`src/stc_pkg.sv`:
```
// What this block does
// RQ1: sync divisor code picks input clock division
// RQ2: receive rate is sync clock over four
// RQ3: send rate is sync clock over period
// RQ4: async clock range code; codes 5-7 forbidden
// RQ5: reselection answered when its enable is set
// RQ6: reselection never changes the programmed role
// RQ7: selection answered when its enable is set
// RQ8: selection never changes the programmed role
// RQ9: own three-bit id asserted during arbitration
// RQ10: priority runs from id 7 down to 0
// RQ11: period code maps to divisor code plus four
// RQ12: table-indirect load fills whole transfer register
// RQ13: offset code zero async, 1-8 valid, above reserved
// RQ14: synchronous transfer only in data phases
// RQ15: reserved bits ignore writes, read as zero
package stc_pkg;
  // ----------------------------------------
  // register map (printed offsets are word indices)
  // ----------------------------------------
  localparam logic [5:0] IDX_CLKDIV = 6'h03;
  localparam logic [5:0] IDX_OWNID = 6'h04;
  localparam logic [5:0] IDX_PERIOD = 6'h05;
  localparam logic [5:0] IDX_CTRL = 6'h08;
  localparam logic [5:0] IDX_STATUS = 6'h09;
  localparam logic [7:0] MASK_CLKDIV = 8'h77;
  localparam logic [7:0] MASK_OWNID = 8'h67;
  localparam logic [7:0] MASK_PERIOD = 8'hef;
  localparam logic [7:0] MASK_CTRL = 8'h01;
  localparam logic [7:0] RST_REG = 8'h00;
  localparam logic [1:0] RESP_OKAY = 2'b00;
  localparam logic [1:0] RESP_SLVERR = 2'b10;
  // ----------------------------------------
  // field positions
  // ----------------------------------------
  localparam int SDIV_LSB = 4;
  localparam int ARNG_LSB = 0;
  localparam int RESEL_EN_BIT = 6;
  localparam int SEL_EN_BIT = 5;
  localparam int OWNID_LSB = 0;
  localparam int PCODE_LSB = 5;
  localparam int OFS_LSB = 0;
  localparam int ROLE_BIT = 0;
  // ----------------------------------------
  // codes and counts
  // ----------------------------------------
  localparam logic [2:0] CODE_LAST_LEGAL = 3'h4;
  localparam logic [3:0] OFS_MAX = 4'h8;
  localparam logic [3:0] PERIOD_BASE = 4'h4;
  localparam logic [1:0] RX_DIV_LAST = 2'h3;
  // half-cycle accumulator thresholds: twice the division factor
  localparam logic [2:0] THR_DIV1 = 3'h2;
  localparam logic [2:0] THR_DIV1P5 = 3'h3;
  localparam logic [2:0] THR_DIV2 = 3'h4;
  localparam logic [2:0] THR_DIV3 = 3'h6;
  localparam logic [2:0] HALF_STEP = 3'h2;
  localparam logic [2:0] PH_DATA_OUT = 3'h0;
  localparam logic [2:0] PH_DATA_IN = 3'h1;
  // ----------------------------------------
  // carriers
  // ----------------------------------------
  typedef struct packed {
    logic sel_seen;
    logic resel_seen;
    logic [7:0] bus_ids;
    logic arb_active;
    logic [2:0] phase;
    logic req_sent;
    logic ack_seen;
  } stc_bus_evt_type;
  typedef struct packed {
    logic sync_clk_en;
    logic rx_tick;
    logic tx_tick;
    logic sync_xfer;
    logic offset_full;
    logic [3:0] max_offset;
    logic [2:0] async_clock_range;
  } stc_xfer_ctl_type;
  typedef struct packed {
    logic [2:0] send_period_code;
    logic [3:0] max_offset;
  } stc_ti_load_type;
endpackage

```
`src/stc_top.sv`:
```
// Our own choice: the AXI4-Lite interface to the registers.
`timescale 1ns/1ps
module stc_top
  import stc_pkg::*;
(
  input wire logic clk,
  input wire logic rst_b,
  input wire logic ce,
  input wire logic [7:0] s_axi_awaddr,
  input wire logic s_axi_awvalid,
  output logic s_axi_awready,
  input wire logic [31:0] s_axi_wdata,
  input wire logic [3:0] s_axi_wstrb,
  input wire logic s_axi_wvalid,
  output logic s_axi_wready,
  output logic [1:0] s_axi_bresp,
  output logic s_axi_bvalid,
  input wire logic s_axi_bready,
  input wire logic [7:0] s_axi_araddr,
  input wire logic s_axi_arvalid,
  output logic s_axi_arready,
  output logic [31:0] s_axi_rdata,
  output logic [1:0] s_axi_rresp,
  output logic s_axi_rvalid,
  input wire logic s_axi_rready,
  input wire stc_bus_evt_type bus_evt,
  input wire logic [7:0] response_id_set,
  input wire logic ti_load,
  input wire logic [7:0] ti_data,
  output stc_xfer_ctl_type xfer_ctl,
  output logic role_target,
  output logic sel_respond,
  output logic resel_respond,
  output logic [7:0] arb_id_drive,
  output logic arb_won
);
  // ----------------------------------------
  // helpers
  // ----------------------------------------
  function automatic logic [5:0] word_idx(input logic [7:0] a);
    return a[7:2];
  endfunction

  function automatic logic is_mapped(input logic [5:0] i);
    return (i == IDX_CLKDIV) || (i == IDX_OWNID) || (i == IDX_PERIOD) ||
           (i == IDX_CTRL) || (i == IDX_STATUS);
  endfunction

  function automatic logic [7:0] one_hot(input logic [2:0] id);
    return 8'h01 << id;
  endfunction

  // ----------------------------------------
  // reset release
  // ----------------------------------------
  logic rst_s1_r;
  logic rst_sync_b;

  always_ff @(posedge clk or negedge rst_b) begin
    if (!rst_b) begin
      rst_s1_r <= 1'b0;
      rst_sync_b <= 1'b0;
    end else begin
      rst_s1_r <= 1'b1;
      rst_sync_b <= rst_s1_r;
    end
  end

  // ----------------------------------------
  // registers
  // ----------------------------------------
  logic [7:0] clkdiv_r;
  logic [7:0] ownid_r;
  logic [7:0] period_r;
  logic [7:0] ctrl_r;
  logic [7:0] status_r;
  logic [5:0] aw_idx_r;
  logic [7:0] wbyte_r;
  logic wlane_r;
  logic do_write;
  logic [5:0] ar_idx;

  assign do_write = !s_axi_awready && !s_axi_wready && !s_axi_bvalid;
  assign ar_idx = word_idx(s_axi_araddr);

  // ----------------------------------------
  // axi write channel
  // ----------------------------------------
  always_ff @(posedge clk or negedge rst_sync_b) begin
    if (!rst_sync_b) begin
      s_axi_awready <= 1'b1;
      s_axi_wready <= 1'b1;
      s_axi_bvalid <= 1'b0;
      s_axi_bresp <= RESP_OKAY;
      aw_idx_r <= '0;
      wbyte_r <= RST_REG;
      wlane_r <= 1'b0;
    end else if (ce) begin
      if (s_axi_awvalid && s_axi_awready) begin
        aw_idx_r <= word_idx(s_axi_awaddr);
        s_axi_awready <= 1'b0;
      end
      if (s_axi_wvalid && s_axi_wready) begin
        wbyte_r <= s_axi_wdata[7:0];
        wlane_r <= s_axi_wstrb[0];
        s_axi_wready <= 1'b0;
      end
      if (do_write) begin
        s_axi_bvalid <= 1'b1;
        s_axi_bresp <= is_mapped(aw_idx_r) ? RESP_OKAY : RESP_SLVERR;
      end
      if (s_axi_bvalid && s_axi_bready) begin
        s_axi_bvalid <= 1'b0;
        s_axi_awready <= 1'b1;
        s_axi_wready <= 1'b1;
      end
    end
  end

  // ----------------------------------------
  // register storage
  // ----------------------------------------
  // masks drop writes to reserved positions so they always read zero
  always_ff @(posedge clk or negedge rst_sync_b) begin
    if (!rst_sync_b) begin
      clkdiv_r <= RST_REG;
      ownid_r <= RST_REG;
      ctrl_r <= RST_REG;
    end else if (ce && do_write && wlane_r) begin
      unique case (aw_idx_r)
        IDX_CLKDIV: clkdiv_r <= wbyte_r & MASK_CLKDIV; // [RQ15]
        IDX_OWNID: ownid_r <= wbyte_r & MASK_OWNID; // [RQ15]
        IDX_CTRL: ctrl_r <= wbyte_r & MASK_CTRL;
        default: ;
      endcase
    end
  end

  // table-indirect load wins over a bus write landing in the same cycle
  always_ff @(posedge clk or negedge rst_sync_b) begin
    if (!rst_sync_b) begin
      period_r <= RST_REG;
    end else if (ce) begin
      if (ti_load) begin
        period_r <= ti_data & MASK_PERIOD; // [RQ12] [RQ15]
      end else if (do_write && wlane_r && aw_idx_r == IDX_PERIOD) begin
        period_r <= wbyte_r & MASK_PERIOD; // [RQ15]
      end
    end
  end

  // ----------------------------------------
  // axi read channel
  // ----------------------------------------
  logic [7:0] rd_byte;

  always_comb begin
    rd_byte = RST_REG;
    unique case (ar_idx)
      IDX_CLKDIV: rd_byte = clkdiv_r;
      IDX_OWNID: rd_byte = ownid_r;
      IDX_PERIOD: rd_byte = period_r;
      IDX_CTRL: rd_byte = ctrl_r;
      IDX_STATUS: rd_byte = status_r;
      default: rd_byte = RST_REG;
    endcase
  end

  always_ff @(posedge clk or negedge rst_sync_b) begin
    if (!rst_sync_b) begin
      s_axi_arready <= 1'b1;
      s_axi_rvalid <= 1'b0;
      s_axi_rdata <= '0;
      s_axi_rresp <= RESP_OKAY;
    end else if (ce) begin
      if (s_axi_arvalid && s_axi_arready) begin
        s_axi_arready <= 1'b0;
        s_axi_rvalid <= 1'b1;
        s_axi_rdata <= {24'h000000, rd_byte};
        s_axi_rresp <= is_mapped(ar_idx) ? RESP_OKAY : RESP_SLVERR;
      end else if (s_axi_rvalid && s_axi_rready) begin
        s_axi_rvalid <= 1'b0;
        s_axi_arready <= 1'b1;
      end
    end
  end

  // ----------------------------------------
  // field decode
  // ----------------------------------------
  logic [2:0] sdiv;
  logic [2:0] arng;
  logic [2:0] own_id;
  logic [2:0] pcode;
  logic [3:0] ofs_code;
  logic [2:0] thr;
  logic [3:0] send_period_divisor;
  logic data_phase;
  logic ofs_legal;
  logic sync_allowed;

  assign sdiv = clkdiv_r[SDIV_LSB +: 3];
  assign arng = clkdiv_r[ARNG_LSB +: 3];
  assign own_id = ownid_r[OWNID_LSB +: 3];
  assign pcode = period_r[PCODE_LSB +: 3];
  assign ofs_code = period_r[OFS_LSB +: 4];
  assign send_period_divisor = PERIOD_BASE + {1'b0, pcode}; // [RQ11]
  assign data_phase = (bus_evt.phase == PH_DATA_OUT) || (bus_evt.phase == PH_DATA_IN);
  assign ofs_legal = ofs_code <= OFS_MAX; // [RQ13]
  // reserved offset codes fall back to asynchronous transfer
  assign sync_allowed = data_phase && ofs_legal && (ofs_code != 4'h0); // [RQ14] [RQ13]

  // reserved divisor codes stop the synchronous clock rather than guess a rate
  always_comb begin
    unique case (sdiv) // [RQ1]
      3'h0: thr = THR_DIV3;
      3'h1: thr = THR_DIV1;
      3'h2: thr = THR_DIV1P5;
      3'h3: thr = THR_DIV2;
      3'h4: thr = THR_DIV3;
      default: thr = 3'h0;
    endcase
  end

  // ----------------------------------------
  // synchronous clock divider
  // ----------------------------------------
  // counts in half cycles so that /1.5 gives two enables every three clocks
  logic [2:0] acc_r;
  logic [2:0] acc_sum;
  logic sync_en;

  assign acc_sum = acc_r + HALF_STEP;
  assign sync_en = (thr != 3'h0) && (acc_sum >= thr);

  always_ff @(posedge clk or negedge rst_sync_b) begin
    if (!rst_sync_b) begin
      acc_r <= 3'h0;
    end else if (ce) begin
      if (thr == 3'h0) begin
        acc_r <= 3'h0;
      end else if (sync_en) begin
        acc_r <= acc_sum - thr; // [RQ1]
      end else begin
        acc_r <= acc_sum;
      end
    end
  end

  // ----------------------------------------
  // receive and send rate dividers
  // ----------------------------------------
  logic [1:0] rx_cnt_r;
  logic [3:0] tx_cnt_r;
  logic rx_tick;
  logic tx_tick;

  assign rx_tick = sync_en && (rx_cnt_r == RX_DIV_LAST);
  assign tx_tick = sync_en && (tx_cnt_r == send_period_divisor - 4'h1);

  always_ff @(posedge clk or negedge rst_sync_b) begin
    if (!rst_sync_b) begin
      rx_cnt_r <= 2'h0;
    end else if (ce && sync_en) begin
      rx_cnt_r <= rx_cnt_r + 2'h1; // [RQ2]
    end
  end

  // a period shortened below the running count restarts from zero at the next sync enable
  always_ff @(posedge clk or negedge rst_sync_b) begin
    if (!rst_sync_b) begin
      tx_cnt_r <= 4'h0;
    end else if (ce && sync_en) begin
      if (tx_cnt_r >= send_period_divisor - 4'h1) begin
        tx_cnt_r <= 4'h0; // [RQ3]
      end else begin
        tx_cnt_r <= tx_cnt_r + 4'h1; // [RQ3]
      end
    end
  end

  // ----------------------------------------
  // outstanding req/ack offset
  // ----------------------------------------
  logic [3:0] outst_r;

  always_ff @(posedge clk or negedge rst_sync_b) begin
    if (!rst_sync_b) begin
      outst_r <= 4'h0;
    end else if (ce) begin
      if (!sync_allowed) begin
        outst_r <= 4'h0; // [RQ14]
      end else if (bus_evt.req_sent && !bus_evt.ack_seen && outst_r < ofs_code) begin
        outst_r <= outst_r + 4'h1; // [RQ13]
      end else if (bus_evt.ack_seen && !bus_evt.req_sent && outst_r != 4'h0) begin
        outst_r <= outst_r - 4'h1;
      end
    end
  end

  // ----------------------------------------
  // transfer control outputs
  // ----------------------------------------
  always_ff @(posedge clk or negedge rst_sync_b) begin
    if (!rst_sync_b) begin
      xfer_ctl <= '0;
    end else if (ce) begin
      xfer_ctl.sync_clk_en <= sync_en; // [RQ1]
      xfer_ctl.rx_tick <= rx_tick; // [RQ2]
      xfer_ctl.tx_tick <= tx_tick; // [RQ3]
      xfer_ctl.sync_xfer <= sync_allowed; // [RQ14]
      xfer_ctl.max_offset <= sync_allowed ? ofs_code : 4'h0; // [RQ13]
      xfer_ctl.offset_full <= sync_allowed && (outst_r >= ofs_code);
      xfer_ctl.async_clock_range <= arng; // [RQ4]
    end
  end

  // ----------------------------------------
  // selection, reselection and role
  // ----------------------------------------
  logic id_hit;

  assign id_hit = (bus_evt.bus_ids & response_id_set) != 8'h00;

  always_ff @(posedge clk or negedge rst_sync_b) begin
    if (!rst_sync_b) begin
      sel_respond <= 1'b0;
      resel_respond <= 1'b0;
      role_target <= 1'b0;
    end else if (ce) begin
      sel_respond <= bus_evt.sel_seen && ownid_r[SEL_EN_BIT] && id_hit; // [RQ7]
      resel_respond <= bus_evt.resel_seen && ownid_r[RESEL_EN_BIT] && id_hit; // [RQ5]
      // role follows software only; being addressed never flips it
      role_target <= ctrl_r[ROLE_BIT]; // [RQ6] [RQ8]
    end
  end

  // ----------------------------------------
  // arbitration
  // ----------------------------------------
  logic [7:0] own_bit;
  logic [7:0] higher_ids;

  assign own_bit = one_hot(own_id);
  assign higher_ids = ~((own_bit << 1) - 8'h01) & ~own_bit;

  always_ff @(posedge clk or negedge rst_sync_b) begin
    if (!rst_sync_b) begin
      arb_id_drive <= 8'h00;
      arb_won <= 1'b0;
    end else if (ce) begin
      arb_id_drive <= bus_evt.arb_active ? own_bit : 8'h00; // [RQ9]
      arb_won <= bus_evt.arb_active && ((bus_evt.bus_ids & higher_ids) == 8'h00); // [RQ10]
    end
  end

  // ----------------------------------------
  // status
  // ----------------------------------------
  // flags a forbidden clock range so software sees its own mistake
  always_ff @(posedge clk or negedge rst_sync_b) begin
    if (!rst_sync_b) begin
      status_r <= RST_REG;
    end else if (ce) begin
      status_r <= {arng > CODE_LAST_LEGAL, sdiv > CODE_LAST_LEGAL, !ofs_legal, // [RQ4]
                   sync_allowed, outst_r};
    end
  end

endmodule

```
`config.mk`:
```
export PLATFORM = sky130hd
export DESIGN_NAME = stc_top
export DESIGN_NICKNAME = d
export VERILOG_FILES = /design/src/stc_pkg.sv /design/src/stc_top.sv
export SDC_FILE = /design/constraint.sdc
export NUM_CORES = 1
export LEC_CHECK = 0
export ABC_AREA = 1
export BUFFER_PORTS_ARGS = -buffer_cell sky130_fd_sc_hd__buf_4
export CORE_MARGIN = 2
export CORE_UTILIZATION = 56
export DETAILED_ROUTE_END_ITERATION = 10
export MAX_ROUTING_LAYER = met4
export PLACE_DENSITY = 0.95
export SYNTH_ARGS = -nofsm -noshare
export SYNTH_HDL_FRONTEND = slang
export SYNTH_SLANG_ARGS = --single-unit
```
`constraint.sdc`:
```
create_clock -name clk -period 4.7 [get_ports clk]
set_input_delay 0.705 -clock clk [delete_from_list [all_inputs] [get_ports clk]]
set_output_delay 0.705 -clock clk [all_outputs]
set_load 0.02 [all_outputs]
```
==> flow_metrics.py, run 1 <==
metrics = {
    "outcome": {
        "run_status": "completed",
    },
    "timing": {
        "final.setup.tns_ns": 0,
        "slew_headroom_pct": 50.8,
        "rsz0062_at_grt": "no",
        "finClkSkew_ns": 0.00599,
        "setup_viol": 0,
        "post-route-min-period_ns": 2.46,
        "tightest_slew_ns": 0.738,
        "timing.final.hold_violations": 0,
        "fin_crit_share_pct": 52.4,
        "slew_viol_final": 0,
        "timing.fmax_mhz": 406,
    },
    "global_route": {
        "antenna_found_initial": 0,
        "grt_max_degree": 60,
        "remaining_overflow_grt": 0,
        "grt_first_pass_wirelength_mm": 19.2,
        "grt_util_all_layers_pct": 24.6,
        "first_global_vias": 4267,
    },
    "drt": {
        "initialDrtViolationCount": 321,
        "drt_wl_total_mm": 11.5,
        "detail_route.first_pass.iterations": 5,
        "routedWlPerCell_um": 13.8,
        "final_ant_viol_nets": 0,
        "via_total_after_detailed_routing": 4445,
        "post-route-drc-count": 0,
        "routed_via_density": 5.35,
    },
    "worst_setup_path": {
        "worstSetupEndpointType": "register",
        "worst_path_dominant_cell_family": "adder cells",
        "slowest_stage": "dfrtp_1",
        "start_kind": "register",
        "cp_slowest_stage_delay_ns": 0.46,
        "cp_common_cell": "nand2_1",
        "crit_type": "reg2reg",
        "timing.critical_path.required_ns": 4.96,
        "path_max_fanout": 6,
        "crit_buf_inv": 2,
        "cp_cell_sequence": "inv_1 > ha_1 > a21oi_1 > nand3_1 > ha_1 > a21oi_1 > nand3b_1 > nand2_1 > inv_1 > nand2_1 > nand2_1 > nand2_1 > nand2_1",
        "critical_path_data_arrival_time_ns": 2.72,
    },
    "logic_synthesis": {
        "synth_seq_area_share_pct": 46.4,
        "postSynth.topFlopCell": "dfrtp_1",
        "ys.warnings.count": 0,
        "synth_edf_count": 0,
        "syn_area_per_cell_um2": 8.26,
        "synthDistinctLibCells": 46,
        "postSynthRegisterBits": 95,
        "asyncSetResetFlopFracSynth_pct": 100,
        "post_synth_inst_count": 622,
        "syn-cell-area_um2": 5130,
    },
    "clock_tree": {
        "cts_num_sinks": 95,
        "maximum_buffer_depth_of_the_clock_tree": 2,
        "insertion_delay_ns": 0.36,
        "path_clk_slew_ns": 0.09,
        "cts.hold.buffers_added": 0,
        "cts_tree": "yes",
        "cts_htree_levels": 3,
        "clock-root-buffer": "clkbuf_8",
        "numCtsBuffers": 9,
        "cts_repair_resize_count": 0,
        "post_cts_buffers": 0,
    },
    "cells_and_area": {
        "number_of_diodes_added_for_antenna_fixing": 0,
        "layout-area-overhead-vs-synth_pct": 17.5,
        "nNetsFinal": 831,
        "fillCellCount": 657,
        "final_layout_size_suffix_gt1_share_pct": 20.5,
    },
    "die": {
        "design.core.area_um2": 8810,
        "floorplan.die.height_um": 99.8,
        "floorplan.io_pins": 158,
        "design.die.area_um2": 9950,
        "die_width_um": 99.8,
        "start_util_pct": 58.3,
        "core.rowCount": 34,
    },
    "placed_design": {
        "routabilityCongestion": 0.977,
        "port_buffers": 98,
        "place.detailed.hpwl_mm": 8.73,
    },
    "power": {
        "power_per_cell_area_nw_per_um2": 494,
        "ir_drop_worst_vdd_mv": 0.300,
        "p_leak_uw": 0.00327,
        "power_uw": 2980,
    },
    "min_path": {
        "hold_class": "in2async",
    },
    "flow_run": {
        "drv_cap": 0,
    },
}
state kept, by name, summed over array words and instances (netlist names), 2 cells and up:
signal and cells:
s_axi_rdata 8, clkdiv_r 6, rx_cnt_r 2, wbyte_r 8
status_r 8, tx_cnt_r 4, period_r 7, aw_idx_r 6
arb_id_drive 8, xfer_ctl 11, acc_r 3, outst_r 4
ownid_r 5
kinds of logic (layout without fill, tap and decap cells):
group	after synthesis	in the layout	share of synthesized area (%)
adder cells (fa/ha/maj)	20	20	5.17
other	2	27	0.146
buffers and inverters	95	171	9.28
flip-flops	95	95	46.4
AO/OA/AOI/OAI	76	76	8.29
multiplexers	5	5	1.10
AND/OR/NAND/NOR	322	322	28.5
XOR/XNOR	7	7	1.19
layout by cell type (no fill, tap or decap), drive strengths merged, types with 11 or more instances in the layout:
cell type / n
a21oi: 21
buf: 99
clkbuf: 11
conb: 27
dfrtp: 92
ha: 18
inv: 56
nand2: 214
nand3: 39
nand4: 13
nor2: 43
o21ai: 47
synthesized netlist by cell type, types with 2 or more instances:
cell / instances / area share, %
nor2_2: 3 / 0.37
nor2_4: 3 / 0.66
buf_2: 3 / 0.29
buf_6: 2 / 0.44
buf_4: 27 / 3.9
nand3_1: 35 / 3.4
nand4_1: 13 / 1.6
a21oi_1: 20 / 1.9
mux2_2: 5 / 1.1
nand2_1: 211 / 15
xor2_1: 4 / 0.68
o21ai_0: 35 / 3.4
nor3_1: 2 / 0.19
nand2_4: 2 / 0.44
fa_1: 2 / 0.78
xnor2_1: 3 / 0.51
nor2_1: 36 / 2.6
nor3_2: 2 / 0.39
dfrtp_1: 92 / 45
a221oi_1: 2 / 0.34
nand3_4: 3 / 1.0
dfstp_2: 3 / 1.5
o21ai_2: 5 / 0.85
inv_1: 54 / 3.9
and3_1: 2 / 0.24
nand3b_1: 2 / 0.29
inv_2: 2 / 0.15
conb_1: 2 / 0.15
ha_1: 18 / 4.4
o21ai_1: 7 / 0.68
clkbuf_1: 7 / 0.51
per-stage QoR:
step                hold WS, ns  cell area, um^2  setup WS (ns)  cells  utilization, %
floorplan                 0.331             5230           1.86    647               -
global placement          0.280             5840           2.37    815            66.4
detailed placement        0.287             5840           2.27    815            66.4
CTS                      0.0967             6030           2.24    831            68.5
global route             0.0799             6030           1.97    831            68.5
finish                    0.105             6030           2.24    831            68.5
worst paths after layout:
path	startpoint	to	slack, ns	cells after the start
worst max-delay path	period_r[3]$_DFFE_PN0P_	outst_r[3]$_DFFE_PN0P_	2.24	13
worst min-delay path	rst_b	rst_sync_b$_DFF_PN0_	0.10	1
worst min register to register	rst_sync_b$_DFF_PN0_	tx_cnt_r[0]$_DFFE_PN0P_	0.27	0
max in group asynchronous	rst_sync_b$_DFF_PN0_	aw_idx_r[4]$_DFFE_PN0P_	3.31	1
min in group clk	rst_s1_r$_DFF_PN0_	rst_sync_b$_DFF_PN0_	0.35	0
worst max register to register	period_r[3]$_DFFE_PN0P_	outst_r[3]$_DFFE_PN0P_	2.24	13
routing by layer:
layer	share of wire [%]	GRT usage (%)
met1	43	31.2
met2	49	40.4
met3	7.1	4.71
met4	1.4	7.59
met5	0	-
final cells by class:
| type | count | area (um^2) | share of cell area, % |
|---|---|---|---|
| inverters | 56 | 210 | 3.48 |
| well taps | 108 | 135 | 2.24 |
| repair buffers | 99 | 743 | 12.3 |
| clock buffers | 11 | 131 | 2.18 |
| clock inverters | 5 | 58.8 | 0.974 |
| flip-flops and latches | 95 | 2380 | 39.5 |
| multi-input cells | 457 | 2370 | 39.3 |
power breakdown:
group | internal, uW | leakage [uW] | switching (uW)
Sequential | 1050 | 0.00122 | 228
Clock | 247 | 0.0000895 | 284
Combinational | 457 | 0.00196 | 715
Total | 1750 | 0.00327 | 1230
Power figures use the tool's default switching activity.
==> run 2, diff against run 1 <==
Settings changed: CORE_UTILIZATION 56 to 52, PLACE_DENSITY 0.95 to 0.93.
Clock period 4.7 ns to 2.43 ns, I/O delays scaled along.
==> run 2 against run 1 <==
Against the previous run:
- routed wire length increased by 6.3%
- first-iteration DRC count shrank 6.5%
- global-route usage barely moved
- flip-flop and latch count did not move
- register-to-register slack got worse by 2.1 ns
- utilization decreased by 4.4 points
==> flow_metrics.py, run 2 (synthesis gave the netlist of run 1 again) <==
metrics = {
    "min_path": {
        "hold_class": "in2reg",
        "hold-path-cell-count": 4,
        "worstHoldEndpoint": "s_axi_wready$_DFFE_PN1P_",
        "hold_path_startpoint": "s_axi_wvalid",
    },
    "placed_design": {
        "placedCellCount": 850,
        "routabilityCongestion": 0.924,
        "port_buffers": 98,
        "place.detailed.hpwl_mm": 9.14,
        "place_ws_ns": 0.0665,
    },
    "global_route": {
        "grt_max_degree": 50,
        "first_global_vias": 4290,
        "grt_first_pass_wirelength_mm": 19.8,
        "remaining_overflow_grt": 0,
        "antenna_found_initial": 0,
        "grt_util_all_layers_pct": 24.6,
    },
    "cells_and_area": {
        "layout-area-overhead-vs-synth_pct": 20.9,
        "fillCellCount": 787,
        "number_of_diodes_added_for_antenna_fixing": 0,
        "layout.cells.most_common_list": "211 x nand2_1, 108 x buf_4, 91 x dfrtp_1",
        "largest_reg_flops": 11,
        "final_layout_size_suffix_gt1_share_pct": 22.3,
        "finalNonFillerCells": 867,
        "nNetsFinal": 842,
        "layout_commonest_cell": "nand2_1",
        "regMostFlops": "xfer_ctl",
    },
    "clock_tree": {
        "maximum_buffer_depth_of_the_clock_tree": 2,
        "path_clk_slew_ns": 0.10,
        "cts_tree": "yes",
        "cts_htree_levels": 3,
        "insertion_delay_ns": 0.37,
        "cts_num_sinks": 95,
        "numCtsBuffers": 9,
        "clock-root-buffer": "clkbuf_8",
    },
    "worst_setup_path": {
        "instance_count_on_the_critical_path": 9,
        "worstSetupStartpoint": "period_r[3]$_DFFE_PN0P_",
        "timing.critical_path.required_ns": 2.75,
        "crit_type": "reg2reg",
        "worst_path_dominant_cell_family": "adder cells",
        "cp_cell_sequence": "inv_1 > ha_1 > a21oi_1 > nand3_2 > inv_1 > fa_1 > nor3_1 > nand3_1 > nand2_1",
        "cp_slowest_stage_delay_ns": 0.41,
        "path_max_fanout": 6,
        "cp_common_cell": "inv_1",
        "reg2reg_depth": 9,
        "ff2ff_setup_slack_ns": 0.17,
        "critical_path_data_arrival_time_ns": 2.58,
        "start_kind": "register",
        "crit-reg2reg-launch": "period_r[3]$_DFFE_PN0P_",
        "crit_buf_inv": 2,
        "worstSetupEndpointType": "register",
        "r2r-end": "outst_r[1]$_DFFE_PN0P_",
        "slowest_stage": "fa_1",
    },
    "drt": {
        "detail_route.first_pass.iterations": 5,
        "routed_via_density": 5.22,
        "initialDrtViolationCount": 300,
        "routedWlPerCell_um": 14.1,
        "via_total_after_detailed_routing": 4529,
        "drt_wl_total_mm": 12.2,
        "post-route-drc-count": 0,
        "final_ant_viol_nets": 0,
    },
    "power": {
        "internal_power_uw": 3470,
        "power.combinational.fraction_pct": 40.1,
        "share_seq_of_total_power_pct": 41.4,
        "power_per_cell_area_nw_per_um2": 946,
        "ir_drop_worst_vdd_mv": 0.423,
        "power_frac_clock_pct": 18.5,
        "power_switching_uw": 2410,
        "p_leak_uw": 0.00334,
        "netSwitchingFraction_pct": 41.0,
    },
    "timing": {
        "slew_headroom_pct": 55.8,
        "tightest_slew_ns": 0.662,
        "post-route-min-period_ns": 2.26,
        "timing.fmax_mhz": 443,
        "timing.final.hold_violations": 0,
        "fin_crit_share_pct": 92.9,
        "postLayoutSetupSlackWorst_ns": 0.173,
        "finClkSkew_ns": 0.0116,
        "slew_viol_final": 0,
        "setup_viol": 0,
    },
    "outcome": {
        "run_status": "completed",
    },
    "die": {
        "die_width_um": 103,
        "start_util_pct": 53.0,
        "floorplan.die.height_um": 103,
        "core.rowCount": 36,
        "design.core.area_um2": 9680,
        "design.die.area_um2": 10700,
        "floorplan.io_pins": 158,
    },
    "flow_run": {
        "drv_cap": 0,
    },
}
-- run 2: cell types whose count changed in the layout (fill, tap and decap cells not counted), sizes merged --
| cell | change |
|---|---|
| dlygate4sd3 | +1 |
| inv | +1 |
| clkbuf | -1 |
| buf | +10 |
-- run 2: how the worst max path moves through the flow --
stage	end
finish	outst_r[1]$_DFFE_PN0P_
floorplan	outst_r[3]$_DFFE_PN0P_
detailed placement	tx_cnt_r[3]$_DFFE_PN0P_
global placement	tx_cnt_r[3]$_DFFE_PN0P_
CTS	tx_cnt_r[2]$_DFFE_PN0P_
global route	tx_cnt_r[3]$_DFFE_PN0P_
-- run 2: per-stage QoR --
step / util, % / setup TNS [ns] / hold slack, ns / power [uW] / instance area [um^2]
after CTS: 63.8 / 0 / 0.203 / 5850 / 6180
after floorplan: - / 0 / 0.0689 / 4020 / 5230
after detailed placement: 61.6 / 0 / 0.150 / 4770 / 5960
after global routing: 64.1 / -0.0338 / 0.211 / 6310 / 6210
after global placement: 61.6 / 0 / 0.150 / 4630 / 5960
final: 64.1 / 0 / 0.211 / 5880 / 6210
-- run 2: timing repair --
item | CTS | global route
endpoints found under the setup margin | 0 | 12
hold endpoints to repair | 2 | 0
gates resized for setup | 0 | 5
buffers inserted | 0 | 0
hold buffers | 1 | 0
-- run 2: power by group through the flow --
| stage | Sequential (uW) | Combinational (uW) | Clock, uW |
|---|---|---|---|
| final | 2430 | 2360 | 1090 |
| after global routing | 2490 | 2660 | 1160 |
| after CTS | 2420 | 2340 | 1090 |
| after detailed placement | 2450 | 2320 | 0 |
| after global placement | 2430 | 2200 | 0 |
| after floorplan | 2520 | 1500 | 0 |
-- run 2: worst min-delay path: cells and delay by family --
family / cells / cell delay (ns)
AND/OR/NAND/NOR: 3 / 0.14
buffers and inverters: 1 / 0.09
-- run 2: metal layers --
layer	part of all wire, %	global-route usage (%)	up-vias
li1	-	-	2172
met1	42	31.8	2112
met2	49	39.2	214
met3	6.3	3.56	31
met4	2.4	9.82	0
met5	0	-	-
-- run 2: area by class of cell --
cell class                      count  area (um^2)  area share (%)
Clock buffer                       10          138            2.22
Timing Repair Buffer              110          841            13.5
Multi-Input combinational cell    457         2400            38.7
Tap cell                          133          166            2.68
Clock inverter                      6         67.6            1.09
Inverter                           56          210            3.39
Sequential cell                    95         2380            38.4
==> run 3, diff against run 2 <==
Settings changed: CORE_UTILIZATION 52 to 53, CTS_BUF_LIST set to sky130_fd_sc_hd__clkbuf_4 sky130_fd_sc_hd__clkbuf_8, GPL_TIMING_DRIVEN set to 0, PLACE_DENSITY 0.93 to 0.94.
==> run 3 against run 2 <==
Against the previous run:
- setup slack lost 0.031 ns
- worst hold slack better by 0.0034 ns
- utilization grew 4.2 points
- critical path depth up 4
- global-route usage rose by 0.35 points
- critical endpoint is now tx_cnt_r[3]$_DFFE_PN0P_
- critical path type unchanged
- combinational power is 2% higher
- clock power fell by 14%
- register-to-register slack got worse by 0.03 ns
- largest cell class unchanged
- first-iteration DRC count down 35%
- cell count increased by 2.9%
- routed wire length is 0.15% lower
- power fell by 2.0%
==> flow_metrics.py, run 3 (synthesis gave the netlist of run 1 again) <==
metrics = {
    "die": {
        "design.core.area_um2": 9330,
        "design.die.area_um2": 10500,
        "start_util_pct": 55.1,
        "die_width_um": 102,
        "floorplan.die.height_um": 102,
        "core.rowCount": 35,
        "floorplan.io_pins": 158,
    },
    "timing": {
        "rsz0062_at_grt": "no",
        "timing.final.hold_violations": 0,
        "finClkSkew_ns": 0.00752,
        "slew_headroom_pct": 60.4,
        "tightest_slew_ns": 0.594,
        "post-route-min-period_ns": 2.29,
        "slew_viol_final": 0,
        "timing.fmax_mhz": 437,
        "fin_crit_share_pct": 94.2,
        "final.setup.tns_ns": 0,
        "setup_viol": 0,
    },
    "worst_setup_path": {
        "path_max_fanout": 9,
        "slowest_stage": "dfrtp_1",
        "worstSetupEndpointType": "register",
        "cp_cell_sequence": "o21ai_1 > inv_1 > a21oi_2 > inv_1 > ha_1 > nand2_1 > nor2_1 > nor3_2 > nand2_2 > nand2_4 > inv_2 > nand3b_1 > nand2_1",
        "critical_path_data_arrival_time_ns": 2.53,
        "crit_type": "reg2reg",
        "cp_slowest_stage_delay_ns": 0.45,
        "timing.critical_path.required_ns": 2.67,
        "start_kind": "register",
    },
    "clock_tree": {
        "clock-root-buffer": "clkbuf_8",
        "maximum_buffer_depth_of_the_clock_tree": 2,
        "post_cts_buffers": 0,
        "cts_num_sinks": 95,
        "insertion_delay_ns": 0.36,
        "path_clk_slew_ns": 0.09,
        "cts_tree": "yes",
        "cts_htree_levels": 3,
        "numCtsBuffers": 9,
    },
    "cells_and_area": {
        "final_layout_size_suffix_gt1_share_pct": 24.9,
        "finalNonFillerCells": 892,
        "largest_reg_flops": 11,
        "fin_area_um2": 6370,
        "layout_commonest_cell": "nand2_1",
        "number_of_diodes_added_for_antenna_fixing": 0,
        "regMostFlops": "xfer_ctl",
        "nNetsFinal": 871,
        "layout.cells.most_common_list": "210 x nand2_1, 125 x buf_4, 89 x dfrtp_1",
        "layout-area-overhead-vs-synth_pct": 24.1,
    },
    "drt": {
        "routed_via_density": 5.13,
        "post-route-drc-count": 0,
        "routedWlPerCell_um": 13.6,
        "via_total_after_detailed_routing": 4572,
        "initialDrtViolationCount": 196,
        "drt_wl_total_mm": 12.2,
        "detail_route.first_pass.iterations": 5,
        "final_ant_viol_nets": 0,
    },
    "power": {
        "ir_drop_worst_vdd_mv": 0.595,
        "power_frac_clock_pct": 16.2,
        "internal_power_uw": 3360,
        "netSwitchingFraction_pct": 41.7,
        "power.combinational.fraction_pct": 41.6,
        "power_switching_uw": 2400,
        "p_leak_uw": 0.00346,
        "share_seq_of_total_power_pct": 42.1,
        "power_per_cell_area_nw_per_um2": 903,
    },
    "global_route": {
        "grt_util_all_layers_pct": 24.9,
        "grt_first_pass_wirelength_mm": 19.9,
        "first_global_vias": 4367,
        "grt_max_degree": 76,
        "remaining_overflow_grt": 0,
        "antenna_found_initial": 0,
    },
    "outcome": {
        "run_status": "completed",
    },
    "placed_design": {
        "place.detailed.hpwl_mm": 9.43,
        "placement.cell_area_um2": 6160,
        "routabilityCongestion": 0.941,
        "port_buffers": 98,
        "placedCellCount": 875,
    },
    "min_path": {
        "hold_class": "reg2async",
    },
    "flow_run": {
        "drv_cap": 0,
    },
}
run 3: cell count changes in the layout (fill, tap and decap cells not counted), sizes merged:
cell	previous run	this run
buf	109	131
clkbuf	10	17
bufinv	1	0
clkinv	2	3
clkinvlp	2	3
inv	57	56
run 3: worst paths after layout:
kind	start	to	slack [ns]	cells after the start
worst max-delay path	clkdiv_r[4]$_DFFE_PN0P_	tx_cnt_r[3]$_DFFE_PN0P_	0.14	13
worst min-delay path	rst_sync_b$_DFF_PN0_	sel_respond$_DFFE_PN0P_	0.21	0
worst max register to register	clkdiv_r[4]$_DFFE_PN0P_	tx_cnt_r[3]$_DFFE_PN0P_	0.14	13
worst min register to register	rst_sync_b$_DFF_PN0_	sel_respond$_DFFE_PN0P_	0.21	0
max in group asynchronous	rst_sync_b$_DFF_PN0_	s_axi_arready$_DFFE_PN1P_	1.53	1
min in group clk	s_axi_wvalid	s_axi_wready$_DFFE_PN1P_	0.23	4
run 3: what timing repair did:
| action | CTS | global route |
|---|---|---|
| gates resized for setup | 0 | 9 |
| endpoints found under the hold margin | 2 | 0 |
| hold buffers | 1 | 0 |
| setup endpoints to repair | 0 | 10 |
run 3: layer usage:
metal | global-route usage (%) | vias up | share of wire (%)
met5 | - | - | 0
met4 | 7.49 | 0 | 1.6
met3 | 3.90 | 21 | 7.3
met2 | 41.9 | 179 | 50
met1 | 31.2 | 2145 | 41
li1 | - | 2227 | -
run 3: critical path: cells and delay by family, from the launching register on:
kind,cells,cell delay [ns]
flip-flops,1,0.45
buffers and inverters,3,0.29
AND/OR/NAND/NOR,7,0.74
AO/OA/AOI/OAI,2,0.40
adder cells (fa/ha/maj),1,0.29
run 3: stage by stage:
step	setup WS (ns)	util (%)	hold WS, ns	power (uW)
global placement	0.110	65.7	0.147	4620
global route	0.00747	68.3	0.230	6190
floorplan	0.339	-	0.0689	4020
CTS	0.00466	67.9	0.223	5710
detailed placement	0.0374	66.0	0.148	4790
finish	0.142	68.3	0.215	5760
run 3: area by class of cell:
class                           count  area (um^2)
Clock buffer                       10          131
Clock inverter                      6         37.5
Sequential cell                    95         2390
Buffer                             39          267
Inverter                           56          210
Timing Repair Buffer              100          773
Fill cell                         747         2950
Multi-Input combinational cell    457         2410
Tap cell                          129          161
run 3: power groups by stage:
stage | clock, uW | sequential (uW) | combinational (uW)
after CTS | 939 | 2410 | 2360
after detailed placement | 0 | 2440 | 2350
after floorplan | 0 | 2520 | 1500
after global routing | 1010 | 2470 | 2710
after global placement | 0 | 2430 | 2180
final | 934 | 2420 | 2400
